[config.mk]
export PLATFORM = sky130hd
export DESIGN_NAME = dpl_serial_latch
export DESIGN_NICKNAME = d
export VERILOG_FILES = /design/src/dpl_pkg.sv /design/src/dpl_sync2.sv /design/src/dpl_serial_latch.sv
export SDC_FILE = /design/constraint.sdc
export NUM_CORES = 1
export LEC_CHECK = 0
export BUFFER_PORTS_ARGS = -buffer_cell sky130_fd_sc_hd__buf_2
export CORE_ASPECT_RATIO = 1.25
export CORE_MARGIN = 3
export CORE_UTILIZATION = 54
export CTS_CLUSTER_DIAMETER = 40
export CTS_CLUSTER_SIZE = 28
export DETAILED_ROUTE_END_ITERATION = 8
export GPL_ROUTABILITY_DRIVEN = 0
export PLACE_DENSITY_LB_ADDON = 0.2
export SYNTH_ARGS = -nofsm -noshare
export SYNTH_HDL_FRONTEND = slang
export SYNTH_SLANG_ARGS = --single-unit
[constraint.sdc]
create_clock -name mclk_i -period 1.6 [get_ports mclk_i]
set_clock_uncertainty 0.1 [all_clocks]
set_input_delay 0.08 -clock mclk_i [delete_from_list [all_inputs] [get_ports mclk_i]]
set_output_delay 0.08 -clock mclk_i [all_outputs]
set_load 0.05 [all_outputs]
[src/dpl_pkg.sv]
// shared constants for the digipot serial latch controller
package dpl_pkg;
    localparam int unsigned DPL_CODE_W = 8;
    localparam logic [7:0] DPL_MIDSCALE = 8'h80;
    localparam logic DPL_PIN_IDLE_LO = 1'b0;
    localparam logic DPL_PIN_IDLE_HI = 1'b1;
    localparam int unsigned DPL_CHAIN_TAP = 8;
    localparam int unsigned DPL_MCLK_NS = 100;
    localparam int unsigned DPL_LINK_NS = 800;
endpackage : dpl_pkg

[src/dpl_sync2.sv]
// two-flop synchroniser for one pin input
`timescale 1ns/100ps
module dpl_sync2 #(
    parameter logic RST_VAL = 1'b0
) (
    // clock and reset
    input wire logic mclk_i,
    input wire logic sys_rst_i,
    // level in and out
    input wire logic async_i,
    output logic sync_o
);
    typedef struct packed {
        logic meta;
        logic sync;
    } dpl_sync_t;

    dpl_sync_t st_q, st_d;

    always_comb begin
        st_d.meta = async_i;
        st_d.sync = st_q.meta;
    end

    // reset to the pin's idle level, else an edge detector sees a false edge
    always_ff @(posedge mclk_i or posedge sys_rst_i) begin
        if (sys_rst_i) begin
            st_q <= '{meta: RST_VAL, sync: RST_VAL};
        end else begin
            st_q <= st_d;
        end
    end

    assign sync_o = st_q.sync;
endmodule : dpl_sync2

[src/dpl_serial_latch.sv]
// serial shift register and wiper code latches of the digipot
`timescale 1ns/100ps
module dpl_serial_latch
    import dpl_pkg::*;
#(
    parameter int unsigned CHANNELS = 2
) (
    // clock and reset
    input wire logic mclk_i,
    input wire logic sys_rst_i,
    // serial link pins
    input wire logic link_clk_i,
    input wire logic chip_sel_n_i,
    input wire logic serial_in_pin_i,
    output logic serial_out_pin_o,
    output logic serial_out_pin_oe_o,
    // control pins
    input wire logic midscale_force_n_i,
    input wire logic power_down_n_i,
    // analog switch controls and latch contents
    output logic [7:0] wiper_code_latch1_o,
    output logic [7:0] wiper_code_latch2_o,
    output logic high_end_open_o,
    output logic wiper_to_low_o
);
    localparam int unsigned WORD_W =
        (CHANNELS > 1) ? DPL_CODE_W + 1 : DPL_CODE_W;

    typedef struct packed {
        logic clk_prev;
        logic cs_prev;
        logic pr_prev;
        logic [WORD_W-1:0] shift_register;
        logic sdo_bit;
        logic [DPL_CODE_W-1:0] lat1;
        logic [DPL_CODE_W-1:0] lat2;
    } dpl_state_t;

    dpl_state_t st_q, st_d;
    logic clk_s, cs_n_s, sdi_s, pr_n_s, pd_n_s;

    ////////////////////////////////////////////////////////////////////
    // pin synchronisers
    // clock and data pass the same depth, so they stay aligned; the price
    // is two cycles of latency and a preset that is not truly asynchronous
    dpl_sync2 #(
        .RST_VAL(DPL_PIN_IDLE_LO)
    ) u_sync_clk (
        .mclk_i(mclk_i),
        .sys_rst_i(sys_rst_i),
        .async_i(link_clk_i),
        .sync_o(clk_s)
    );
    dpl_sync2 #(
        .RST_VAL(DPL_PIN_IDLE_HI)
    ) u_sync_cs (
        .mclk_i(mclk_i),
        .sys_rst_i(sys_rst_i),
        .async_i(chip_sel_n_i),
        .sync_o(cs_n_s)
    );
    dpl_sync2 #(
        .RST_VAL(DPL_PIN_IDLE_LO)
    ) u_sync_sdi (
        .mclk_i(mclk_i),
        .sys_rst_i(sys_rst_i),
        .async_i(serial_in_pin_i),
        .sync_o(sdi_s)
    );
    dpl_sync2 #(
        .RST_VAL(DPL_PIN_IDLE_HI)
    ) u_sync_pr (
        .mclk_i(mclk_i),
        .sys_rst_i(sys_rst_i),
        .async_i(midscale_force_n_i),
        .sync_o(pr_n_s)
    );
    dpl_sync2 #(
        .RST_VAL(DPL_PIN_IDLE_HI)
    ) u_sync_pd (
        .mclk_i(mclk_i),
        .sys_rst_i(sys_rst_i),
        .async_i(power_down_n_i),
        .sync_o(pd_n_s)
    );

    ////////////////////////////////////////////////////////////////////
    // next state
    logic clk_rise, cs_rise, pr_rise;
    assign clk_rise = clk_s && !st_q.clk_prev;
    assign cs_rise = cs_n_s && !st_q.cs_prev;
    assign pr_rise = pr_n_s && !st_q.pr_prev;

    always_comb begin
        st_d = st_q;
        st_d.clk_prev = clk_s;
        st_d.cs_prev = cs_n_s;
        st_d.pr_prev = pr_n_s;
        if (!pr_n_s) begin
            // preset wins over any load in the same cycle
            st_d.lat1 = DPL_MIDSCALE;
            st_d.lat2 = DPL_MIDSCALE;
            st_d.sdo_bit = 1'b0;
        end else begin
            if (clk_rise && !cs_n_s) begin
                st_d.shift_register = {st_q.shift_register[WORD_W-2:0],
                    sdi_s};
                // bit that entered eight shifts ago leaves to the chain
                st_d.sdo_bit = st_q.shift_register[DPL_CHAIN_TAP-1];
            end
            if (pr_rise && cs_n_s) begin
                st_d.lat1 = DPL_MIDSCALE;
                st_d.lat2 = DPL_MIDSCALE;
            end else if (cs_rise) begin
                // only the newest bits remain in the register
                if (CHANNELS > 1 && st_q.shift_register[WORD_W-1]) begin
                    st_d.lat2 = st_q.shift_register[DPL_CODE_W-1:0];
                end else begin
                    st_d.lat1 = st_q.shift_register[DPL_CODE_W-1:0];
                end
            end
        end
    end

    // reset stands in for the power-on preset
    always_ff @(posedge mclk_i or posedge sys_rst_i) begin
        if (sys_rst_i) begin
            st_q <= '{clk_prev: DPL_PIN_IDLE_LO, cs_prev: DPL_PIN_IDLE_HI,
                pr_prev: DPL_PIN_IDLE_HI, shift_register: '0,
                sdo_bit: 1'b0,
                lat1: DPL_MIDSCALE, lat2: DPL_MIDSCALE};
        end else begin
            st_q <= st_d;
        end
    end

    ////////////////////////////////////////////////////////////////////
    // outputs; latches untouched by power down
    assign wiper_code_latch1_o = st_q.lat1;
    assign wiper_code_latch2_o = st_q.lat2;
    assign high_end_open_o = !pd_n_s;
    assign wiper_to_low_o = !pd_n_s;
    assign serial_out_pin_o = 1'b0;
    // enable only while chip select low, off in power down
    assign serial_out_pin_oe_o = pd_n_s && !cs_n_s && !st_q.sdo_bit;

    ////////////////////////////////////////////////////////////////////
    // checks
    // these watch the synchronised pins, since those are what the logic
    // acts on; pin-level timing is left to the bench
    a_preset_mid: assert property (
        @(posedge mclk_i) disable iff (sys_rst_i)
        !pr_n_s |=> st_q.lat1 == DPL_MIDSCALE && st_q.lat2 == DPL_MIDSCALE)
        else $error("preset did not force midscale");
    a_preset_sdo: assert property (
        @(posedge mclk_i) disable iff (sys_rst_i)
        !pr_n_s |=> !st_q.sdo_bit)
        else $error("preset did not clear serial out latch");
    a_load_ch1: assert property (
        @(posedge mclk_i) disable iff (sys_rst_i)
        cs_rise && pr_n_s && !pr_rise
        && (CHANNELS == 1 || !st_q.shift_register[WORD_W-1])
        |=> st_q.lat1 == $past(st_q.shift_register[DPL_CODE_W-1:0]))
        else $error("channel one load wrong");
    a_load_ch2: assert property (
        @(posedge mclk_i) disable iff (sys_rst_i)
        cs_rise && pr_n_s && !pr_rise && CHANNELS > 1
        && st_q.shift_register[WORD_W-1]
        |=> st_q.lat2 == $past(st_q.shift_register[DPL_CODE_W-1:0]))
        else $error("channel two load wrong");
    a_load_ch2_hold: assert property (
        @(posedge mclk_i) disable iff (sys_rst_i)
        cs_rise && pr_n_s && !pr_rise && CHANNELS > 1
        && st_q.shift_register[WORD_W-1] |=> $stable(st_q.lat1))
        else $error("channel one changed on channel two load");
    a_preset_wins: assert property (
        @(posedge mclk_i) disable iff (sys_rst_i)
        cs_rise && !pr_n_s
        |=> st_q.lat1 == DPL_MIDSCALE && st_q.lat2 == DPL_MIDSCALE)
        else $error("load overrode preset");
    a_shift_hold: assert property (
        @(posedge mclk_i) disable iff (sys_rst_i)
        !clk_rise || cs_n_s |=> $stable(st_q.shift_register))
        else $error("shift without clock rise");
    a_shift_in: assert property (
        @(posedge mclk_i) disable iff (sys_rst_i)
        clk_rise && !cs_n_s && pr_n_s |=> st_q.shift_register[0]
        == $past(sdi_s))
        else $error("serial bit not shifted in");
    a_chain_out: assert property (
        @(posedge mclk_i) disable iff (sys_rst_i)
        clk_rise && !cs_n_s && pr_n_s
        |=> st_q.sdo_bit == $past(st_q.shift_register[DPL_CHAIN_TAP-1]))
        else $error("chain output wrong");
    a_pd_sdo_off: assert property (
        @(posedge mclk_i) disable iff (sys_rst_i)
        !pd_n_s |-> !serial_out_pin_oe_o && high_end_open_o)
        else $error("power down did not release pins");
    a_pd_keep: assert property (
        @(posedge mclk_i) disable iff (sys_rst_i)
        !pd_n_s && pr_n_s && !cs_rise && !pr_rise
        |=> $stable(st_q.lat1) && $stable(st_q.lat2))
        else $error("latch changed in power down");
    a_pr_rise: assert property (
        @(posedge mclk_i) disable iff (sys_rst_i)
        pr_rise && cs_n_s
        |=> st_q.lat1 == DPL_MIDSCALE && st_q.lat2 == DPL_MIDSCALE)
        else $error("preset edge did not latch midscale");
endmodule : dpl_serial_latch

# --- Word-level counts from Yosys, hierarchy flattened ---
# Index checks and enable logic that the tools add are counted.
totals:
  inputBits: 7
  elab_cells: 43
  regBits: 39
  out_inout_bits: 20
op_classes:
  n_reduce_logical: 16
  muxes: 6
  eq_ne: 4
ops:
  columns: ["op", "n"]
  rows:
  - ["$mux W16", 2]
  - ["$mux W17", 1]
  - ["$mux W8", 2]
  - ["$ne A3 B3 Y1 const B", 3]
  - ["$logic_and A1 B1 Y1", 7]
  - ["$logic_not A1 Y1", 6]
  - ["$reduce_and A2 Y1", 3]
  - ["$ne A2 B2 Y1 const B", 1]
  - ["$mux W1", 1]

# --- Depth between registers and ports, before layout ---
# Gate-level depths: netlist of run 1.
depth:
  depth_word: 5
  depth_mapped: 4
  mapped_depth_nobuf: 3

# --- By module ---
# From an unflattened synthesis of run 1, not the netlist that was laid out.
hier_totals:
  cells_unflattened: 110
  area_unflattened_um2: 1604.0
by_module_without_submodules:
  columns: ["module", "cells_each", "n_inst", "area_per_inst_um2"]
  rows:
  - ["dpl_serial_latch", 95, 1, 1327.5]
  - ["dpl_sync2 at u_sync_cs ...", 3, 3, 56.3]
  - ["dpl_sync2 at u_sync_clk ...", 3, 2, 53.8]

# --- Worst setup path before layout of run 1 ---
# Ideal clock, no wire load.
synth_timing:
  path_type: "flip-flop to output port"
  startpoint: "register u_sync_pd.st_q, in the netlist u_sync_pd.sync_o"
  endpoint: "output port serial_out_pin_oe_o"
  required_ns: 1.420
  arrival_time_ns: 1.862
  path_stages_with_launch: 3
  path_buffers: 0
  setup_slack_ns: -0.442
  path_cell_list: "dfstp_2 inv_1 nor3_1"
synth_via:
  elab_chain_cells: 2
synth_lines:
  columns: ["item", "line", "source"]
  rows:
  - ["from (decl)", "dpl_sync2.sv:18", "dpl_sync_t st_q, st_d;"]
  - ["from (signal assigned)", "dpl_sync2.sv:28", "st_q <= '{meta: RST_VAL, sync: RST_VAL};"]
  - ["from (signal assigned)", "dpl_sync2.sv:30", "st_q <= st_d;"]
  - ["$logic_and A1 B1 Y1 (2 in series)", "dpl_serial_latch.sv:145", "assign serial_out_pin_oe_o = pd_n_s && !cs_n_s && !st_q.sdo_bit;"]
  - ["to (decl)", "dpl_serial_latch.sv:16", "output logic serial_out_pin_oe_o,"]
# Every way passes these cells.

# --- Worst setup path after layout of run 1 ---
# Same ends and word-level chain as after synthesis.

==> results of run 1 <==
-- metrics by stage --
step                      power, mW  instance area (µm²)  cells  setup WS, ns
after global placement        1.336                 1608    147        0.1286
final                         1.806                 1724    161       0.08700
after floorplan               1.298                 1559    106        0.1637
after global routing          1.903                 1724    161       0.02803
after detailed placement      1.350                 1608    147       0.09793
after CTS                     1.823                 1720    161       0.05094
-- kinds of logic (layout without fill, tap and decap cells) --
family                 count (synthesis)  in the layout  share of synthesized area, %
other                                  1              1                        0.2423
AND/OR/NAND/NOR                        9              9                         4.365
AO/OA/AOI/OAI                         20             20                         11.24
multiplexers                           9              9                         8.408
buffers and inverters                 28             49                         11.88
flip-flops                            39             39                         63.86
-- report_power, final --
group          internal (mW)  switching [mW]
sequential              1.06          0.0684
combinational          0.103           0.104
clock                  0.164           0.303
-- layout by cell type, fill, tap and decap left out --
cell,Yosys,final
buf_12,0,1
a32oi_1,1,1
nand2_1,1,1
dlygate4sd3_1,0,6
nor3b_1,1,1
clkinv_2,0,3
buf_2,3,25
and4_2,1,1
clkbuf_4,0,5
a22oi_1,1,1
mux2i_1,1,1
nor3_4,0,1
o21ai_0,2,2
buf_4,18,3
dfstp_2,10,10
inv_1,6,6
and4b_1,1,1
dfrtp_1,29,29
a22o_1,7,7
and4bb_1,1,1
a32o_1,7,7
mux2_4,8,8
a21boi_2,1,1
o21ai_2,0,1
nor2b_1,3,3
conb_1,1,1
-- final timing paths --
| check | start | to | slack (ns) | cells after the start |
|---|---|---|---|---|
| min reg2reg | u_sync_pr.st_d[0] | u_sync_pr.sync_o | 0.26 | 0 |
| min in group asynchronous | sys_rst_i | wiper_code_latch2_o[0] | 0.29 | 4 |
| max | u_sync_pd.sync_o | serial_out_pin_oe_o | 0.09 | 3 |
| max reg2reg | u_sync_pr.sync_o | st_q[19] | 0.10 | 3 |
| max in group asynchronous | sys_rst_i | u_sync_pd.sync_o | 0.76 | 4 |
| min | u_sync_pr.st_d[0] | u_sync_pr.sync_o | 0.26 | 0 |
-- metal layers --
metal | routed length (µm) | vias up | GRT usage, %
met2 | 1248 | 23 | 24.55
met1 | 1045 | 415 | 21.45
li1 | - | 395 | -
met3 | 100 | 4 | 4.966
met5 | 0 | - | 0
met4 | 38 | 0 | 7.668
-- what timing repair did --
item                                    in CTS  in global routing
endpoints found under the setup margin       0                  2
hold buffers                                 6                  0
resized for setup                            0                  1
hold endpoints to repair                    34                  0
-- cell type report --
type	count	share of cell area, %
flip-flops and latches	39	57.33
multi-input cells	39	22.64
repair buffers	35	13.21
well taps	34	2.467
clock buffers	5	2.177
clock inverters	3	0.8708
inverters	6	1.306
==> results.md, run 1 <==
* Multi-input gate area at slightly below 400 µm²
* Maximum vdd drop at about 0.00074 V
* Antenna diode instance count at 0
* Antenna viol nets, final at 0
* Setup Fix Bufs, Post-CTS at 0
* TritonCTS clock tree: yes
* Fin util at between 60% and 70%
* Post-synth top cells: dfrtp_1 (29), buf_4 (18), dfstp_2 (10), mux2_4 (8)
* Fraction of final layout cells sized beyond drive strength 1 at a little under half
* Reg with most FFs: st_q
* Die Height at ~66 µm
* DRT iter0 DRCs at 14
* Register Area at roughly 990 µm²
* Max Cap Viol at 0
* Sink Count at 39
* EDFF count, synth at 0
* Final Hold Vio Count at 0
* Vias in the first global route at ~870
* Core box area at 2706 µm²
* Worst setup EP type: output port
* Leak at 0.8596 nW
* Top-count cell post-synth: dfrtp_1
* Delay-heaviest family, CP: flip-flops
* Mapped Nets at between 100 and 150
* Largest net degree at the start of global routing at 40
* Post-Syn Area per Cell at roughly 15 µm²
* Hold Crit Class: flip-flop to flip-flop
* Number of port buffers at 25
* Post-synth ARST share at between 90% and 100%
* Root Buffer: clkbuf_4
* Top area cells in the synthesized netlist: dfrtp_1 (47%), dfstp_2 (17%), buf_4 (8.7%)
* Gr ovfl total at 0
* Clk buf depth at 2
* Nets@finish at 133
* Max Slew Vio Count at 0
* CTS Buf Count at 5
* Synth Warn # at 0
* Wire length of the first global-routing pass at a little over 4000 µm
* Crit path max fanout at 3
* WS Path Type: flip-flop to output port
* Area leader, netlist: dfrtp_1
* Die X at around 54 µm
* Initial Utilization at between 50% and 60%
* Status: complete, no violations
* Wirelength, routed at around 2400 µm
* Worst path cell trace: inv_1, nor3_4, buf_2
* GR Util All Layers at ~16%
* Row count at 21
* Vias/cell at 5.199
* Clock slew at reported path FFs at 0.10 ns
* Initial antenna violation count at 0
* Area Growth Syn to Fin at 11.40%
* CP Launch Type: flip-flop
* Clock Latency Late Sink at 0.33 ns
* RSZ-0062 raised after global routing: false
* Routed WL per cell at ~15 µm
* Slowest stage delay, CP at approximately 0.53 ns
* Number of H-tree levels at 2
* Hold slack at ~0.26 ns
* Min cycle time layout at 1.513 ns
* CP Buf/Inv Count at 2
* Mapped cell area at approximately 1500 µm²
* TritonRoute pass-1 iters at 2
* PwrDens at between 1000 and 1500 nW/µm²
* CP max stage cell: dfstp_2
* Period Utilization, post-route at 94.56%
* IO Pins at 27
* Register area share after synthesis at between 60% and 70%
* DRC violations left at 0
* Vias at between 800 and 900
* Synth Register Bits at 39
* Synth unique cells at 23
* Post-Syn Instances at roughly 110
* Most used DFF post-synth: dfrtp_1
* Setup TNS at 0 ns
* Fmax at ~660 MHz
* Hpwl dp at about 1700 µm
* Synth top area share at 46.89%
* # fillers at ~220
* WP data required at approximately 1.4 ns
* Worst path arrival time at around 1.3 ns
* Final Setup Violations at 0
* Die area at 3549 µm²
* Max reg flops at 13
Note: power is estimated with default switching activity, not from simulation.
==> run 2: changes to the inputs <==
- CORE_UTILIZATION: 54 -> 49
- SLEW_MARGIN: not set -> 20
- SYNTH_HIERARCHICAL: not set -> 1
- clock period: 1.6 -> 1.25 ns (I/O delays scaled with it)
==> run 2 against run 1 <==
  * The run now ends with setup timing left
  * Synthesized cell count rose by 3.8%
  * First-iteration DRC count fell by 7.1%
  * Routed wire length rose by 19%
  * Power rose by 46%
  * Worst setup slack got worse by 0.29 ns
  * Count of clock-buffer cells in the layout rose by 1
  * Combinational power rose by 58%
  * Synthesized area rose by 3.6%
  * Non-clock buffer count rose by 11
  * Die area rose by 13%
  * Final area rose by 15%
==> results.md, run 2 <==
* TritonRoute pass-1 iters at 4
* GR Util All Layers at 15.42%
* WP data required at between 1 and 1.5 ns
* Final Hold Vio Count at 0
* Period Utilization, post-route at 116.3%
* Area Growth Syn to Fin at 23.48%
* Synth Register Bits at 39
* DRC violations left at 0
* Clock slew at reported path FFs at 0.10 ns
* Delay-heaviest family, CP: flip-flops
* Register area share after synthesis at between 60% and 70%
* Internal power at ~2 mW
* Commonest non-fill, non-tap cell in the layout: dfrtp_1
* PwrDens at between 1000 and 1500 nW/µm²
* Fraction of final layout cells sized beyond drive strength 1 at between 50% and 60%
* Mapped Nets at 117
* Final Total Pwr at 2.641 mW
* Top-count cell post-synth: dfrtp_1
* Status: finished, violations left
* Antenna diode instance count at 0
* Antenna viol nets, final at 0
* Wire length of the first global-routing pass at around 4600 µm
* Number of H-tree levels at 2
* Post-synth top cells: dfrtp_1 (29), buf_4 (18), dfstp_2 (10), mux2_4 (9)
* Max Cap Viol at 0
* Core box area at 3028 µm²
* Sink Count at 39
* Die Height at approximately 70 µm
* Root Buffer: clkbuf_4
* Multi-input gate area at about 460 µm²
* Mapped cell area at 1604 µm²
* Routed WL per cell at ~16 µm
* Vias at 935
* Register Area at just under 1000 µm²
* Reg2reg setup slack at -0.20 ns
* Clock Latency Late Sink at 0.34 ns
* Worst setup EP type: flip-flop
* Min cycle time layout at ~1.5 ns
* Vias/cell at between 5 and 6
* Slowest stage delay, CP at between 0.6 and 0.7 ns
* Maximum vdd drop at ~0.0013 V
* Vias in the first global route at approximately 940
* Hold Crit Class: input pin to async pin
* WS Path Type: flip-flop to flip-flop
* CP Launch Type: flip-flop
* Worst setup margin at -0.2042 ns
* CP Buf/Inv Count at 3
* Leak at between 0.9 and 1 nW
* Post-synth ARST share at 100.0%
* Max Slew Vio Count at 0
* Reg with most FFs: st_q
* Combinational Power Share at between 10% and 20%
* Initial antenna violation count at 0
* TritonCTS clock tree: yes
* # fillers at between 200 and 250
* Worst path cell trace: inv_2, buf_4, nor4_4, buf_6, a32o_1
* Wirelength, routed at ~2900 µm
* R2R Path End: wiper_code_latch1_o[0]
* Nets@finish at 151
* Post-Syn Area per Cell at between 10 and 15 µm²
* Sw Share at a little under a quarter
* Synth top area share at 45.24%
* Post-place setup slack at -0.2536 ns
* Worst path arrival time at between 1.5 and 2 ns
* DRT iter0 DRCs at 13
* RSZ-0062 raised after global routing: true
* Hpwl dp at 1944 µm
* Number of port buffers at 25
* Die X at between 50 and 60 µm
* Reg2reg start: u_sync_cs/sync_o
* Synth unique cells at 23
* CTS Buf Count at 5
* Post-Syn Instances at 110
* FF-to-FF path depth at 5
* Net Switching at approximately 0.63 mW
* Clk buf depth at 2
* Fmax at ~690 MHz
* Gr ovfl total at 0
* Area leader, netlist: dfrtp_1
* Max reg flops at 13
* Most frequent cells in the layout: dfrtp_1 (28), buf_2 (20), buf_4 (11)
* Failing checks: setup timing
* Setup TNS at -4.316 ns
* Final Setup Violations at 27
* Crit path max fanout at 7
* Largest net degree at the start of global routing at 30
* Die area at ~4000 µm²
* EDFF count, synth at 0
* Most used DFF post-synth: dfrtp_1
* Clock power frac at 32.6%
* Row count at 22
* IO Pins at 27
* Top area cells in the synthesized netlist: dfrtp_1 (45%), dfstp_2 (16%), buf_4 (8.4%)
* Seq pwr share at 55.1%
* CP max stage cell: dfstp_2
* Synth Warn # at 6
* Initial Utilization at a little over half
run 2: final cells by class:
class | instances | area share [%]
sequential | 39 | 49.97
tap | 36 | 2.274
clock inverter | 2 | 1.769
inverter | 9 | 1.832
clock buffer | 6 | 2.590
multi-input combinational | 43 | 23.37
timing repair buffer | 46 | 18.19
run 2: cells by family (layout without fill, tap and decap cells):
group                  Yosys count  after routing  synth area share [%]
AOI/OAI and AO/OA               17             17                 9.595
buffers and inverters           29             63                 11.70
DFF                             39             39                 61.62
muxes                           12             12                 10.30
other                            1              1                0.2338
and+or+nand+nor                 12             13                 6.552
run 2: layer usage:
| metal | GRT usage [%] | part of all wire [%] |
|---|---|---|
| met1 | 18.12 | 41 |
| met5 | 0 | 0 |
| met2 | 24.90 | 53 |
| met3 | 6.285 | 4.7 |
| met4 | 5.928 | 1.4 |
run 2: worst max-delay path by stage:
stage                     startpoint                     end  depth (start not counted)
floorplan           u_sync_cs/sync_o                st_q[17]                          4
global placement    u_sync_pr/sync_o  wiper_code_latch1_o[0]                          4
detailed placement  u_sync_pr/sync_o  wiper_code_latch1_o[0]                          4
CTS                 u_sync_cs/sync_o  wiper_code_latch1_o[0]                          5
global route        u_sync_cs/sync_o  wiper_code_latch1_o[0]                          5
finish              u_sync_cs/sync_o  wiper_code_latch1_o[0]                          5
run 2: through the flow:
stage	cell area [µm²]	cells	utilization [%]	hold WS [ns]
finish	1981	181	65.41	0.05966
global placement	1714	161	56.61	-0.1328
global route	1981	181	65.41	0.05813
CTS	1936	179	63.93	0.04579
floorplan	1623	110	-	-0.2963
detailed placement	1714	161	56.61	-0.1272
run 2: what timing repair did:
action                                 in CTS  in global routing
resized for setup                          12                  9
pin swaps                                   1                  4
endpoints found under the hold margin      40                  0
buffers inserted                            4                  1
cloned                                      0                  1
hold buffers                                6                  0
setup endpoints to repair                  30                 31
run 2: worst reg2reg max path, cell delays in order, from the launching register on:
cell and delay [ns]:
dfstp_2 0.62, inv_2 0.09, buf_4 0.14, nor4_4 0.15
buf_6 0.17, a32o_1 0.13
run 2: power groups by stage:
| stage | logic (mW) | registers (mW) | clock network, mW |
|---|---|---|---|
| 2_1_floorplan | 0.237 | 1.45 | 0 |
| 3_3_place_gp | 0.274 | 1.47 | 0 |
| 3_5_place_dp | 0.282 | 1.48 | 0 |
| 4_1_cts | 0.320 | 1.45 | 0.893 |
| 5_1_grt | 0.350 | 1.47 | 0.944 |
| 6_report | 0.327 | 1.45 | 0.860 |
